--- config.mk ---
export PLATFORM = sky130hd
export DESIGN_NAME = tsc_timer_section
export DESIGN_NICKNAME = d
export VERILOG_FILES = /design/src/rtl/tsc_pkg.sv /design/src/rtl/tsc_timer_section.sv
export SDC_FILE = /design/constraint.sdc
export NUM_CORES = 1
export LEC_CHECK = 0
export CORE_UTILIZATION = 35
export DETAILED_ROUTE_END_ITERATION = 16
export DONT_BUFFER_PORTS = 1
export PLACE_DENSITY_LB_ADDON = 0.08
export SETUP_SLACK_MARGIN = 0.05
export SYNTH_ARGS = -nofsm -noshare
export SYNTH_HDL_FRONTEND = slang
export SYNTH_SLANG_ARGS = --single-unit
--- constraint.sdc ---
create_clock -name sys_clk -period 5.7 [get_ports sys_clk]
set_clock_uncertainty 0.15 [all_clocks]
set_input_delay 0.57 -clock sys_clk [delete_from_list [all_inputs] [get_ports sys_clk]]
set_output_delay 0.57 -clock sys_clk [all_outputs]
set_load 0.05 [all_outputs]
--- src/rtl/tsc_pkg.sv ---
// Package for the timer section control block: offsets, fields, types
package tsc_pkg;

  // ----------------------------------------------------------------
  // Register offsets
  // ----------------------------------------------------------------
  localparam logic [7:0] OFS_RUN_CTL = 8'h0e;
  localparam logic [7:0] OFS_T0_CFG = 8'h0f;
  localparam logic [7:0] OFS_T0_RLD_HI = 8'h10;
  localparam logic [7:0] OFS_T0_RLD_LO = 8'h11;
  localparam logic [7:0] OFS_T0_CNT_HI = 8'h12;
  localparam logic [7:0] OFS_T0_CNT_LO = 8'h13;

  // ----------------------------------------------------------------
  // Field positions and reset values
  // ----------------------------------------------------------------
  localparam int RUN_BIT_LSB = 4;
  localparam logic [7:0] CFG_RESET = 8'h00;
  localparam logic [7:0] CFG_RW_MASK = 8'hbb;
  localparam logic [7:0] RLD_RESET = 8'h00;
  localparam logic [15:0] CNT_RESET = 16'h0000;

  // ----------------------------------------------------------------
  // Timing: 211.875 kHz tick is the 13.56 MHz base divided by 64
  // ----------------------------------------------------------------
  localparam int PRESC_DIV = 64;
  localparam logic [5:0] PRESC_LAST = 6'(PRESC_DIV - 1);

  // ----------------------------------------------------------------
  // Types
  // ----------------------------------------------------------------
  typedef enum logic [1:0] {
    START_NONE = 2'b00,
    START_TX_END = 2'b01,
    START_TRIM_NO_UF = 2'b10,
    START_TRIM_UF = 2'b11
  } tsc_start_mode_t;

  typedef enum logic [1:0] {
    TICK_BASE = 2'b00,
    TICK_DIV64 = 2'b01,
    TICK_T2_UF = 2'b10,
    TICK_T1_UF = 2'b11
  } tsc_tick_sel_t;

  typedef enum logic {
    T0_IDLE = 1'b0,
    T0_RUN = 1'b1
  } tsc_t0_state_t;

  typedef struct packed {
    logic stop_on_first_rx_bits;
    logic rsv6;
    tsc_start_mode_t auto_start_mode;
    logic reload_on_zero;
    logic rsv2;
    tsc_tick_sel_t tick_source_select;
  } tsc_cfg_t;

  typedef struct packed {
    logic wr;
    logic rd;
    logic [7:0] addr;
    logic [7:0] wdata;
  } tsc_reg_req_t;

endpackage

--- src/rtl/tsc_timer_section.sv ---
// Timer section run control plus the complete first timer
`timescale 1ns/1ps
`default_nettype none

module tsc_timer_section (
  // Clock and reset
  input wire logic sys_clk,
  input wire logic arst_n,
  // Host register port
  input var tsc_pkg::tsc_reg_req_t reg_req,
  output logic [7:0] reg_rdata,
  // Link events, one-cycle pulses
  input wire logic tx_end,
  input wire logic rx_first_bits,
  input wire logic lfo_rise,
  // Neighbouring timers
  input wire logic timer_one_underflow,
  input wire logic timer_two_underflow,
  input wire logic [2:0] other_timer_stopped,
  // Status
  output logic [3:0] timers_active,
  output logic timer_zero_underflow,
  output logic timer_underflow_flag,
  input wire logic underflow_flag_clr
);
  import tsc_pkg::*;

  // ----------------------------------------------------------------
  // Reset release
  // ----------------------------------------------------------------
  logic rst_meta_r;
  logic rst_n_r;

  // Asynchronous assert, synchronous release through two flops
  always_ff @(posedge sys_clk or negedge arst_n) begin
    if (!arst_n) begin
      rst_meta_r <= 1'b0;
      rst_n_r <= 1'b0;
    end else begin
      rst_meta_r <= 1'b1;
      rst_n_r <= rst_meta_r;
    end
  end

  // ----------------------------------------------------------------
  // Register decode
  // ----------------------------------------------------------------
  logic wr_ctl;
  logic [3:0] wmask;
  logic [3:0] wrun;

  assign wr_ctl = reg_req.wr && (reg_req.addr == OFS_RUN_CTL);
  assign wmask = reg_req.wdata[3:0];
  assign wrun = reg_req.wdata[7:RUN_BIT_LSB];

  tsc_cfg_t cfg_r;
  logic [7:0] rld_hi_r;
  logic [7:0] rld_lo_r;
  logic [15:0] reload;

  assign reload = {rld_hi_r, rld_lo_r};

  // Config and reload bytes; reload feeds start events and the reload at zero
  always_ff @(posedge sys_clk or negedge rst_n_r) begin
    if (!rst_n_r) begin
      cfg_r <= tsc_cfg_t'(CFG_RESET);
      rld_hi_r <= RLD_RESET;
      rld_lo_r <= RLD_RESET;
    end else if (reg_req.wr) begin
      if (reg_req.addr == OFS_T0_CFG)
        cfg_r <= tsc_cfg_t'(reg_req.wdata & CFG_RW_MASK);
      if (reg_req.addr == OFS_T0_RLD_HI)
        rld_hi_r <= reg_req.wdata;
      if (reg_req.addr == OFS_T0_RLD_LO)
        rld_lo_r <= reg_req.wdata;
    end
  end

  // ----------------------------------------------------------------
  // Tick source
  // ----------------------------------------------------------------
  logic [5:0] presc_r;
  logic tick;

  // Free-running divider; a started timer may wait up to 64 cycles
  always_ff @(posedge sys_clk or negedge rst_n_r) begin
    if (!rst_n_r)
      presc_r <= 6'h00;
    else
      presc_r <= presc_r + 6'h01;
  end

  always_comb begin
    case (cfg_r.tick_source_select)
      TICK_BASE: tick = 1'b1;
      TICK_DIV64: tick = (presc_r == PRESC_LAST);
      TICK_T2_UF: tick = timer_two_underflow;
      TICK_T1_UF: tick = timer_one_underflow;
      default: tick = 1'b0;
    endcase
  end

  // ----------------------------------------------------------------
  // First timer
  // ----------------------------------------------------------------
  tsc_t0_state_t state_r;
  tsc_t0_state_t state_nxt;
  logic [15:0] cnt_r;
  logic [15:0] cnt_nxt;
  logic running;
  logic trim;
  logic start_sw;
  logic stop_sw;
  logic hw_start;
  logic hw_stop;
  logic at_zero;
  logic uf_evt;

  assign running = (state_r == T0_RUN);
  assign trim = cfg_r.auto_start_mode[1];
  assign start_sw = wr_ctl && wmask[0] && wrun[0];
  assign stop_sw = wr_ctl && wmask[0] && !wrun[0];
  assign at_zero = (cnt_r == 16'h0000);

  // Trimming starts on a rising edge while idle
  assign hw_start = ((cfg_r.auto_start_mode == START_TX_END) && tx_end)
    || (trim && !running && lfo_rise);
  // Trimming stops on the next rising edge; receive stop only off trim
  assign hw_stop = running && ((trim && lfo_rise)
    || (!trim && cfg_r.stop_on_first_rx_bits && rx_first_bits));

  // Host writes win over link events, starts win over stops
  always_comb begin
    state_nxt = state_r;
    cnt_nxt = cnt_r;
    uf_evt = 1'b0;
    if (start_sw) begin
      state_nxt = T0_RUN;
      cnt_nxt = reload;
    end else if (stop_sw) begin
      state_nxt = T0_IDLE;
    end else if (hw_start) begin
      state_nxt = T0_RUN;
      cnt_nxt = reload;
    end else if (hw_stop) begin
      state_nxt = T0_IDLE;
    end else if (running && tick) begin
      if (!at_zero) begin
        cnt_nxt = cnt_r - 16'h0001;
      end else if (cfg_r.auto_start_mode != START_TRIM_NO_UF) begin
        uf_evt = 1'b1;
        if (cfg_r.reload_on_zero)
          cnt_nxt = reload;
        else
          state_nxt = T0_IDLE;
      end
    end
  end

  always_ff @(posedge sys_clk or negedge rst_n_r) begin
    if (!rst_n_r) begin
      state_r <= T0_IDLE;
      cnt_r <= CNT_RESET;
    end else begin
      state_r <= state_nxt;
      cnt_r <= cnt_nxt;
    end
  end

  // Underflow pulse for cascading and sticky flag; a set beats a clear
  always_ff @(posedge sys_clk or negedge rst_n_r) begin
    if (!rst_n_r) begin
      timer_zero_underflow <= 1'b0;
      timer_underflow_flag <= 1'b0;
    end else begin
      timer_zero_underflow <= uf_evt;
      timer_underflow_flag <= uf_evt || (timer_underflow_flag && !underflow_flag_clr);
    end
  end

  // ----------------------------------------------------------------
  // Running bits of the other timers
  // ----------------------------------------------------------------
  logic [3:1] other_run_r;

  // Other timers only report through their stop input
  generate
    for (genvar i = 1; i < 4; i++) begin : g_other
      always_ff @(posedge sys_clk or negedge rst_n_r) begin
        if (!rst_n_r)
          other_run_r[i] <= 1'b0;
        else if (wr_ctl && wmask[i])
          other_run_r[i] <= wrun[i];
        else if (other_timer_stopped[i-1])
          other_run_r[i] <= 1'b0;
      end
    end
  endgenerate

  // Registered copy of the live running state
  always_ff @(posedge sys_clk or negedge rst_n_r) begin
    if (!rst_n_r)
      timers_active <= 4'h0;
    else
      timers_active <= {other_run_r[3:1] & ~other_timer_stopped, running};
  end

  // ----------------------------------------------------------------
  // Read port
  // ----------------------------------------------------------------
  // Counter bytes are sampled live; they may be torn during reception
  always_ff @(posedge sys_clk or negedge rst_n_r) begin
    if (!rst_n_r) begin
      reg_rdata <= 8'h00;
    end else if (reg_req.rd) begin
      case (reg_req.addr)
        OFS_RUN_CTL: reg_rdata <= {other_run_r[3:1], running, 4'h0};
        OFS_T0_CFG: reg_rdata <= cfg_r;
        OFS_T0_RLD_HI: reg_rdata <= rld_hi_r;
        OFS_T0_RLD_LO: reg_rdata <= rld_lo_r;
        OFS_T0_CNT_HI: reg_rdata <= cnt_r[15:8];
        OFS_T0_CNT_LO: reg_rdata <= cnt_r[7:0];
        default: reg_rdata <= 8'h00;
      endcase
    end
  end
endmodule

`default_nettype wire

Word-level counts from Yosys, hierarchy flattened
Cells that the tools add are included.

operators by class
  add/subtract/negate cells = 2
  eq/ne operators = 17
  muxes and demuxes = 31
  bitwise logic cells = 2
  reductions and logical operators = 37

operators with widths
  kind                                                                      count
  16-bit 2-to-1 mux                                                         8
  8-bit one-hot mux with 6 select lines                                     1
  8-bit by 5-bit == test with 1-bit output (second input constant)          4
  1-bit 2-to-1 mux                                                          21
  8-bit by 4-bit == test with 1-bit output (second input constant)          2
  1-bit logical AND                                                         16
  16-bit logical NOT                                                        1
  16-bit by 1-bit subtractor with 16-bit output (second input constant)     1
  5-bit nonzero test                                                        3
  6-bit by 1-bit adder with 6-bit output (second input constant)            1
  6-bit == test (second input constant)                                     1
  2-bit AND reduction                                                       3
  2-bit nonzero test                                                        3
  5-bit by 1-bit inequality test with 1-bit output (second input constant)  1
  5-bit AND reduction                                                       1
  2-bit by 1-bit == test with 1-bit output (second input constant)          2
  2-bit == test (second input constant)                                     2
  1-bit logical NOT                                                         4
  2-bit inequality test (second input constant)                             2
  4-bit by 3-bit inequality test with 1-bit output (second input constant)  1
  4-bit inequality test (second input constant)                             1
  1-bit one-hot mux with 4 select lines                                     1
  4-bit AND reduction                                                       1
  3-bit bitwise AND                                                         1
  5 further kinds                                                           7

word-level totals
  register bits after elaboration = 64
  input bits = 29
  output and inout port bits = 14
  word-level logic and storage cells = 107

Longest topological paths before layout
Gate-level depths: netlist of the first run.

  word-level depth = 10
  mapped depth = 10
  mapped depth without buffers = 8

Worst setup path after synthesis of the first run
Ideal clock, no wire load.

  path type = input -> register
  from = input reg_req[13] (netlist name)
  to = register rld_lo_r[0]
  library setup time = 0.125 ns
  data arrival time = 2.130 ns
  required time = 5.425 ns
  setup slack = 3.295 ns
  cell stages on the path = 6
  path buffers = 2
  path through = or3_4 -> nor4b_2 -> buf_2 -> and4b_1 -> buf_2 -> mux2_2

between the ends
  word-level cells in the longest chain between the ends = 2

RTL lines
  what                                      line                     text
  from (decl)                               tsc_timer_section.sv:10  input var tsc_pkg::tsc_reg_req_t reg_req,
  8-bit by 5-bit == test with 1-bit output  tsc_timer_section.sv:74  if (reg_req.addr == OFS_T0_RLD_LO)
  2-bit AND reduction (no line)             -
  to (signal assigned)                      tsc_timer_section.sv:75  rld_lo_r <= reg_req.wdata;
  to (decl)                                 tsc_timer_section.sv:58  logic [7:0] rld_lo_r;

No other way between the ends.
A chain may end at the register's enable or synchronous reset.

Worst setup path in the final report of the first run
  from = input reg_req[13] (netlist name)
  to = register cnt_r[12]

between the ends
  word-level cells in the longest chain between the ends = 6
  elaborated cells between the ends (all ways) = 12
  classes of those cells = 5 x eq/ne; 1 x mux; 6 x reduce/logical

RTL lines
  what                                                                                      line                                                text
  8-bit by 4-bit == test with 1-bit output *                                                tsc_timer_section.sv:52                             assign wr_ctl = reg_req.wr && (reg_req.addr == OFS_RUN_CTL);
  1-bit logical AND *                                                                       tsc_timer_section.sv:52
  1-bit logical AND *                                                                       tsc_timer_section.sv:121, tsc_timer_section.sv:122
  1-bit logical AND (on tied branches)                                                      tsc_timer_section.sv:121, tsc_timer_section.sv:122
  4-bit by 3-bit inequality test with 1-bit output (no line), or another cell as far along  -
  5-bit AND reduction (no line)                                                             -
  to (signal assigned)                                                                      tsc_timer_section.sv:166                            cnt_r <= cnt_nxt;
  to (decl)                                                                                 tsc_timer_section.sv:108                            logic [15:0] cnt_r;

Mark *: on every way between the ends. The rest lies on a longest branch, timed or not.

==> impl_metrics.toml, run 1 <==
[outcome]
status = "completed"

[global_route]
grt_pass1_vias = 2683
grt_max_degree = 63
track_usage_pct = 20.1
grt_pass1_wl_um = 15100
grt_antenna_before_repair = 0
grt_overflow_total = 0

[critical_path]
max_stage_delay_ns = 0.74
startpoint_type = "input port"
critPathCaptureType = "flop"
worstPathRequired_ns = 5.76
worstSetupPathType = "in2reg"
critPathSlowestCell = "nor2_1"
critPathArrivalTime_ns = 3.03
critPathMaxFanout = 13
crit_chain = "or3_4 > nor2_1 > nand4b_1 > nand2_1 > o21ai_0"

[drt]
via_per_inst = 5.88
drt_wl_total_um = 9450
postRouteAntennaNets = 0
vias = 2633
first_pass_iters = 4
drc = 0
wl_per_cell_um = 21.1
drt_iter0_markers = 158

[die]
die_x_um = 101
num_rows = 35
core_area_um2 = 9370
start_util_pct = 36.5
dieArea_um2 = 10200
io_pins = 43
chipHeight_um = 101

[timing]
worst_pin_slew_ns = 1.09
drv_slew = 0
min_period_ns = 2.97
fin_hold_ws_ns = 0.130
period_share_pct = 52.1
setup_violations = 0
max_freq_mhz = 337
tns_ns = 0
maxSlewHeadroom_pct = 27.5
rsz0062_at_grt = "false"
hold_violations = 0

[final_layout]
area_growth_syn_to_layout_pct = 9.07
instances_no_fill = 448
drive_gt1_share_pct = 21.9
mostFrequentLayoutCell = "dfrtp_1"
layout_common_cells = "dfrtp_1, mux2_2, a21oi_1"
finalNetCount = 346
diodes = 0

[worst_hold_path]
min_path_type = "in2reg"

[place]
hpwl_um = 6600
place.gp.congestion = 0.836
port_buffers = 0
place_inst = 431

[clocking]
clock_path_buffers = 2
cts_tree = "built"
cts_made_buffers = 9
htreeDepth = 3
cts-root-buf = "clkbuf_8"
ctsResizeCount = 0
cts_hold_buf = 1
cts.reportedPaths.clkPinSlew_ns = 0.08
cts.sinks = 64
postCtsSetupBuffers = 0
insertion_delay_ns = 0.35

[logic_synthesis]
syn-mean-instance-area_um2 = 10.7
synth_edf_count = 0
ys_async_sr_fraction_pct = 100
ys_seq_area_share_pct = 46.8
synth-seq-cells = 64
synthFlopType = "dfrtp_1"
synth_cell_types = 61
synth_area_um2 = 3420
synth_cells = 319
syn-num-nets = 351
ys_warn_count = 0

[power]
leakage_nw = 1.59
peakVddDrop_v = 0.000173
power_density_nw_per_um2 = 387

[flow_run]
maxCapViolCount = 0
-- state kept, by name, indices dropped and copies added, names as in the netlist --
name	flops
rld_lo_r	8
other_run_r	3
cfg_r	6
timer_underflow_flag	1
rst_n_r	1
presc_r	6
rst_meta_r	1
reg_rdata	8
cnt_r	16
running	1
timer_zero_underflow	1
timers_active	4
rld_hi_r	8
-- area by class of cell --
class | count | area [um^2]
tap | 129 | 161
timing repair buffer | 2 | 17.5
fill | 961 | 5640
sequential | 64 | 1600
inverter | 15 | 56.3
clock buffer | 9 | 124
multi-input combinational | 222 | 1650
clock inverter | 7 | 120
-- layer usage --
metal	wire, um	track usage, %	share of wire (%)
met2	4280	30.5	45
met3	536	4.51	5.7
met5	0	0	0
met4	235	7.92	2.5
met1	4400	27.7	47
-- report_power, final --
part	leakage (nW)	switching [mW]	internal, mW
clock	0.119	0.193	0.291
sequential	0.844	0.129	0.519
combinational	0.625	0.171	0.140
total	1.59	0.494	0.951
-- cells by family after synthesis --
logic type	after synthesis	share of synthesized area [%]
AO/OA/AOI/OAI	93	17.9
XOR/XNOR	4	1.02
adder cells (fa/ha/maj)	3	1.10
buffers and inverters	33	4.98
flip-flops	64	46.8
multiplexers	36	12.2
other	1	0.110
AND/OR/NAND/NOR	85	15.8
-- critical path, delay by kind of cell --
family / cells / cell delay, ns
AND/OR/NAND/NOR: 4 / 2.31
AO/OA/AOI/OAI: 1 / 0.15
-- Yosys cell counts (all sizes together), types with 2 or more instances --
cell	n	area share [%]
and3	3	0.70
nor2	8	0.88
or4	2	0.44
o2bb2ai	4	1.0
ha	3	1.1
nand3b	2	0.44
and2	2	0.44
a21oi	29	4.2
nor3b	2	0.77
nand2	15	1.7
buf	12	2.7
and4b	2	0.59
nor2b	8	1.5
or3	4	1.0
nand3	12	1.9
a31oi	2	0.37
a22o	7	1.8
dfrtp	64	47
o21ai	19	2.9
mux2	35	12
nand2b	2	0.37
xnor2	3	0.77
a222oi	7	2.0
clkbuf	6	0.66
nand4	3	0.73
nor4	5	1.1
nor4b	2	0.70
inv	15	1.6
o22ai	9	1.6
a31o	4	1.0
nand4b	4	1.0
o21a	4	0.88
nor3	8	1.3
-- worst paths after layout --
kind	slack (ns)	to	startpoint	cells past startpoint
worst max-delay path	2.73	cnt_r[12]	reg_req[13]	5
worst min-delay path	0.13	timers_active[2]	other_timer_stopped[1]	1
worst min register to register	0.21	rst_n_r	rst_meta_r	0
max in group asynchronous	4.58	cnt_r[4]	rst_n_r	1
min in group asynchronous	0.28	rst_meta_r	arst_n	1
worst max register to register	2.95	cnt_r[12]	presc_r[0]	7
-- through the flow --
step	setup WS, ns	instance area, um^2	power, mW	utilization, %
floorplan	3.29	3420	0.879	-
global placement	2.42	3480	0.963	37.1
detailed placement	2.38	3480	0.960	37.1
CTS	2.71	3730	1.45	39.8
global route	2.64	3730	1.52	39.8
finish	2.73	3730	1.44	39.8
Note: power is estimated with default switching activity, not from simulation.
==> run 2, diff against run 1 <==
--- a/config.mk
+++ b/config.mk
@@ -5,6 +5,7 @@
 export SDC_FILE = /design/constraint.sdc
 export NUM_CORES = 1
 export LEC_CHECK = 0
+export ABC_AREA = 1
 export CORE_UTILIZATION = 35
 export DETAILED_ROUTE_END_ITERATION = 16
 export DONT_BUFFER_PORTS = 1
==> constraint.sdc (replaced) <==
create_clock -name sys_clk -period 2.8 [get_ports sys_clk]
set_clock_uncertainty 0.15 [all_clocks]
set_input_delay 0.28 -clock sys_clk [delete_from_list [all_inputs] [get_ports sys_clk]]
set_output_delay 0.28 -clock sys_clk [all_outputs]
set_load 0.05 [all_outputs]
==> impl_metrics.toml, run 2 <==
[global_route]
grt_antenna_before_repair = 0
grt_max_degree = 34
track_usage_pct = 19.7
grt_pass1_vias = 3072
grt_pass1_wl_um = 16400
grt_overflow_total = 0

[place]
port_buffers = 0
dpl-instance-area_um2 = 3820
dp_slack_ns = 0.645
place_inst = 633
hpwl_um = 7600
place.gp.congestion = 0.804

[clocking]
cts_made_buffers = 9
postCtsSetupBuffers = 0
cts.sinks = 64
clock_path_buffers = 2
cts_tree = "built"
cts.reportedPaths.clkPinSlew_ns = 0.07
cts-root-buf = "clkbuf_8"
insertion_delay_ns = 0.36
htreeDepth = 3

[drt]
drt_wl_total_um = 10100
vias = 3246
drt_iter0_markers = 166
first_pass_iters = 5
wl_per_cell_um = 15.2
postRouteAntennaNets = 0
via_per_inst = 4.89
drc = 0

[die]
die_x_um = 105
dieArea_um2 = 10900
io_pins = 43
num_rows = 37
chipHeight_um = 105
start_util_pct = 35.8
core_area_um2 = 10300

[logic_synthesis]
ys_seq_area_share_pct = 43.5
synth_edf_count = 0
synthFlopType = "dfrtp_1"
synth.most_common_cell = "nand2_1"
ys_async_sr_fraction_pct = 100
synthTopCellsByArea = "dfrtp_1, nand2_1, nand3_1"
ys_warn_count = 0
synth_cell_types = 30
synth_cells = 505
synth_commonest_cells = "nand2_1, dfrtp_1, nand3_1"
synth_top_area_share_pct = 43.5
syn-num-nets = 537
synth_area_um2 = 3680
syn-mean-instance-area_um2 = 7.29
synth_top_cell_by_area = "dfrtp_1"
synth-seq-cells = 64

[power]
leakage_nw = 2.14
finalPower_mw = 3.06
peakVddDrop_v = 0.000291
power_density_nw_per_um2 = 737

[final_layout]
mostFrequentLayoutCell = "nand2_1"
drive_gt1_share_pct = 8.33
num-fill-cells = 1108
final_area_um2 = 4150
area_growth_syn_to_layout_pct = 12.6
finalNetCount = 555
diodes = 0
largest_register_ffs = 16
instances_no_fill = 664
layout_common_cells = "nand2_1, nand3_1, dfrtp_1"
seq_area_um2 = 1600
top_register = "cnt_r"
final_util_pct = 40.3
multiInputGateArea_um2 = 1810

[timing]
min_period_ns = 2.15
max_freq_mhz = 466
period_share_pct = 76.7
hold_violations = 0
tns_ns = 0
worst_pin_slew_ns = 0.710
setup_violations = 0
drv_slew = 0
fin_hold_ws_ns = 0.00291
maxSlewHeadroom_pct = 52.7
rsz0062_at_grt = "false"
worst_slack_ns = 0.653

[critical_path]
worstSetupPathType = "reg2reg"
critPathCaptureType = "flop"
crit_top_cell = "nand2_1"
critPathMaxFanout = 17
max_stage_delay_ns = 0.39
critPathSlowestCell = "dfrtp_1"
startpoint_type = "flop"
reg2reg_slack_ns = 0.65
worstPathRequired_ns = 2.90
critPathArrivalTime_ns = 2.24
rr_startpoint = "cnt_r[0]"
crit_start = "cnt_r[0]"
crit_chain = "inv_1 > ha_1 > nand2_1 > nor2_4 > o211ai_1 > nand3_2 > nand2_4 > nand2_1 > nand2_1"

[outcome]
status = "completed"

[worst_hold_path]
min_from = "reg_req[3]"
min_path_type = "in2reg"

[flow_run]
maxCapViolCount = 0
run 2: changes by cell type after synthesis, moves of 10 or more:
cell,delta
a21oi_1,-29
inv_1,+35
mux2_2,-35
nand3_1,+53
nand2_1,+165
nor2_1,+34
o21ai_0,+21
xor2_1,+10
run 2: routing by layer:
metal	up-vias	routed length (um)	GRT usage [%]
met4	0	232	9.05
met2	64	4540	29.8
met5	-	0	0
met1	1528	4950	27.8
li1	1639	-	-
met3	15	383	2.87
run 2: worst paths after layout:
check	endpoint	cells past startpoint
worst min register to register	timers_active[2]	0
max in group asynchronous	rld_lo_r[7]	1
worst max-delay path	cnt_r[5]	9
worst min-delay path	rld_lo_r[3]	2
worst max register to register	cnt_r[5]	9
min in group asynchronous	timers_active[2]	0
run 2: logic make-up (layout without fill, tap and decap cells):
kind of cell	Yosys count	count (layout)	synth area share (%)
simple gates	319	319	39.2
buf+inv	65	88	7.44
flops	64	64	43.5
compound gates	42	42	6.12
xor+xnor	11	11	2.62
fa+ha+maj	3	3	1.02
other cells	1	1	0.102
run 2: what timing repair did:
action / in CTS / in global routing
hold endpoints to repair: 31 / 0
hold buffers: 15 / 0
resized for setup: 0 / 0
run 2: layout make-up:
class                           count  area share (%)
Multi-Input combinational cell    376            43.6
Sequential cell                    64            38.7
Clock inverter                      5           0.785
Inverter                           53            4.80
Tap cell                          136            4.11
Timing Repair Buffer               19            4.65
Clock buffer                       11            3.41
run 2: worst max-delay path, delay by kind of cell, from the launching register on:
family,cells,cell delay (ns)
AO/OA/AOI/OAI,1,0.13
AND/OR/NAND/NOR,6,0.98
flip-flops,1,0.39
buffers and inverters,1,0.20
adder cells (fa/ha/maj),1,0.18
run 2: power breakdown:
part | switching (mW) | total (mW) | internal, mW
Sequential | 0.228 | 1.28 | 1.05
Combinational | 0.673 | 1.06 | 0.383
Clock | 0.380 | 0.722 | 0.342
Total | 1.28 | 3.06 | 1.78
==> run 3, diff against run 2 <==
==> constraint.sdc (replaced) <==
create_clock -name sys_clk -period 2.1 [get_ports sys_clk]
set_clock_uncertainty 0.15 [all_clocks]
set_input_delay 0.21 -clock sys_clk [delete_from_list [all_inputs] [get_ports sys_clk]]
set_output_delay 0.21 -clock sys_clk [all_outputs]
set_load 0.05 [all_outputs]
==> impl_metrics.toml, run 3 (synthesis results as in run 2) <==
[outcome]
status = "completed"

[final_layout]
largest_register_ffs = 16
diodes = 0
drive_gt1_share_pct = 9.96
num-fill-cells = 1096
area_growth_syn_to_layout_pct = 15.5
seq_area_um2 = 1600
finalNetCount = 569
top_register = "cnt_r"
multiInputGateArea_um2 = 1810
instances_no_fill = 678
mostFrequentLayoutCell = "nand2_1"
final_util_pct = 41.4
layout_common_cells = "nand2_1, nand3_1, dfrtp_1"

[drt]
drt_wl_total_um = 10200
postRouteAntennaNets = 0
drc = 0
vias = 3205
via_per_inst = 4.73
wl_per_cell_um = 15.1
drt_iter0_markers = 167
first_pass_iters = 4

[die]
start_util_pct = 35.8
chipHeight_um = 105
die_x_um = 105
dieArea_um2 = 10900
core_area_um2 = 10300
num_rows = 37
io_pins = 43

[place]
place_inst = 644
port_buffers = 0
hpwl_um = 7710
place.gp.congestion = 0.822
dp_slack_ns = 0.205

[timing]
worst_pin_slew_ns = 0.601
setup_violations = 0
maxSlewHeadroom_pct = 59.8
drv_slew = 0
hold_violations = 0
max_freq_mhz = 542
worst_slack_ns = 0.253
tns_ns = 0
fin_hold_ws_ns = 0.0514
rsz0062_at_grt = "false"
period_share_pct = 87.9
min_period_ns = 1.85

[clocking]
cts_made_buffers = 9
cts.reportedPaths.clkPinSlew_ns = 0.07
htreeDepth = 3
cts.sinks = 64
clock_path_buffers = 2
insertion_delay_ns = 0.35
cts_tree = "built"
cts-root-buf = "clkbuf_8"

[global_route]
grt_pass1_vias = 3157
grt_overflow_total = 0
grt.met3_usage_pct = 3.74
grt_busiest_layer = "met2"
grt_max_degree = 59
grt_pass1_wl_um = 17000
met2_usage_pct = 31.7
grt_util_met1_pct = 28.7
grt_antenna_before_repair = 0
track_usage_pct = 20.4

[power]
peakVddDrop_v = 0.000302
power_density_nw_per_um2 = 988
leakage_nw = 2.21

[critical_path]
critPathCaptureType = "flop"
worstPathRequired_ns = 2.24
worstSetupPathType = "reg2reg"
critPathMaxFanout = 18
critPathArrivalTime_ns = 1.99
startpoint_type = "flop"

[flow_run]
maxCapViolCount = 0

[worst_hold_path]
min_path_type = "in2reg"
run 3: through the flow:
| stage | total power, mW | cell area [um^2] |
|---|---|---|
| floorplan | 2.80 | 3680 |
| global placement | 3.25 | 3900 |
| detailed placement | 3.24 | 3900 |
| CTS | 4.22 | 4250 |
| global route | 4.54 | 4250 |
| finish | 4.20 | 4250 |
run 3: path summary, 6_finish.rpt:
check	endpoint	startpoint	slack [ns]	cells past startpoint
min	rld_hi_r[5]	reg_req[17]	0.05	2
min reg2reg	rld_lo_r[2]	rst_n_r	0.14	1
max in group asynchronous	timers_active[1]	rst_n_r	1.09	1
min in group asynchronous	rld_lo_r[2]	rst_n_r	0.14	1
max reg2reg	cnt_r[1]	cfg_r[5]	0.25	9
max	cnt_r[1]	cfg_r[5]	0.25	9
run 3: what timing repair did:
item / 4_1_cts / 5_1_grt
hold buffers: 18 / 0
setup buffers: 0 / 0
setup endpoints to repair: 0 / 5
resized for setup: 0 / 3
endpoints found under the hold margin: 43 / 0
run 3: worst max-delay path, stage by stage, from the launching register on:
cell     delay (ns)
dfrtp_1        0.41
inv_1          0.17
nand3_1        0.09
o21ai_1        0.20
inv_1          0.09
nand2_2        0.11
nand2_4        0.16
nand2_4        0.23
nand3_1        0.10
nand2_1        0.07
run 3: cell type report:
cell class	count	area share, %
Clock buffer	13	3.50
Clock inverter	3	0.412
Inverter	53	4.68
Multi-Input combinational cell	376	42.5
Sequential cell	64	37.7
Tap cell	136	4.00
Timing Repair Buffer	33	7.26
run 3: where the power goes:
part,internal (mW),switching [mW]
Clock,0.458,0.488
Combinational,0.616,0.992
Sequential,1.40,0.249
run 3: per-layer routing:
metal / routed length (um) / share of wire (%) / up-vias
li1: - / - / 1664
met4: 128 / 1.2 / 0
met2: 4610 / 45 / 48
met5: 0 / 0 / -
met3: 325 / 3.2 / 10
met1: 5180 / 51 / 1483
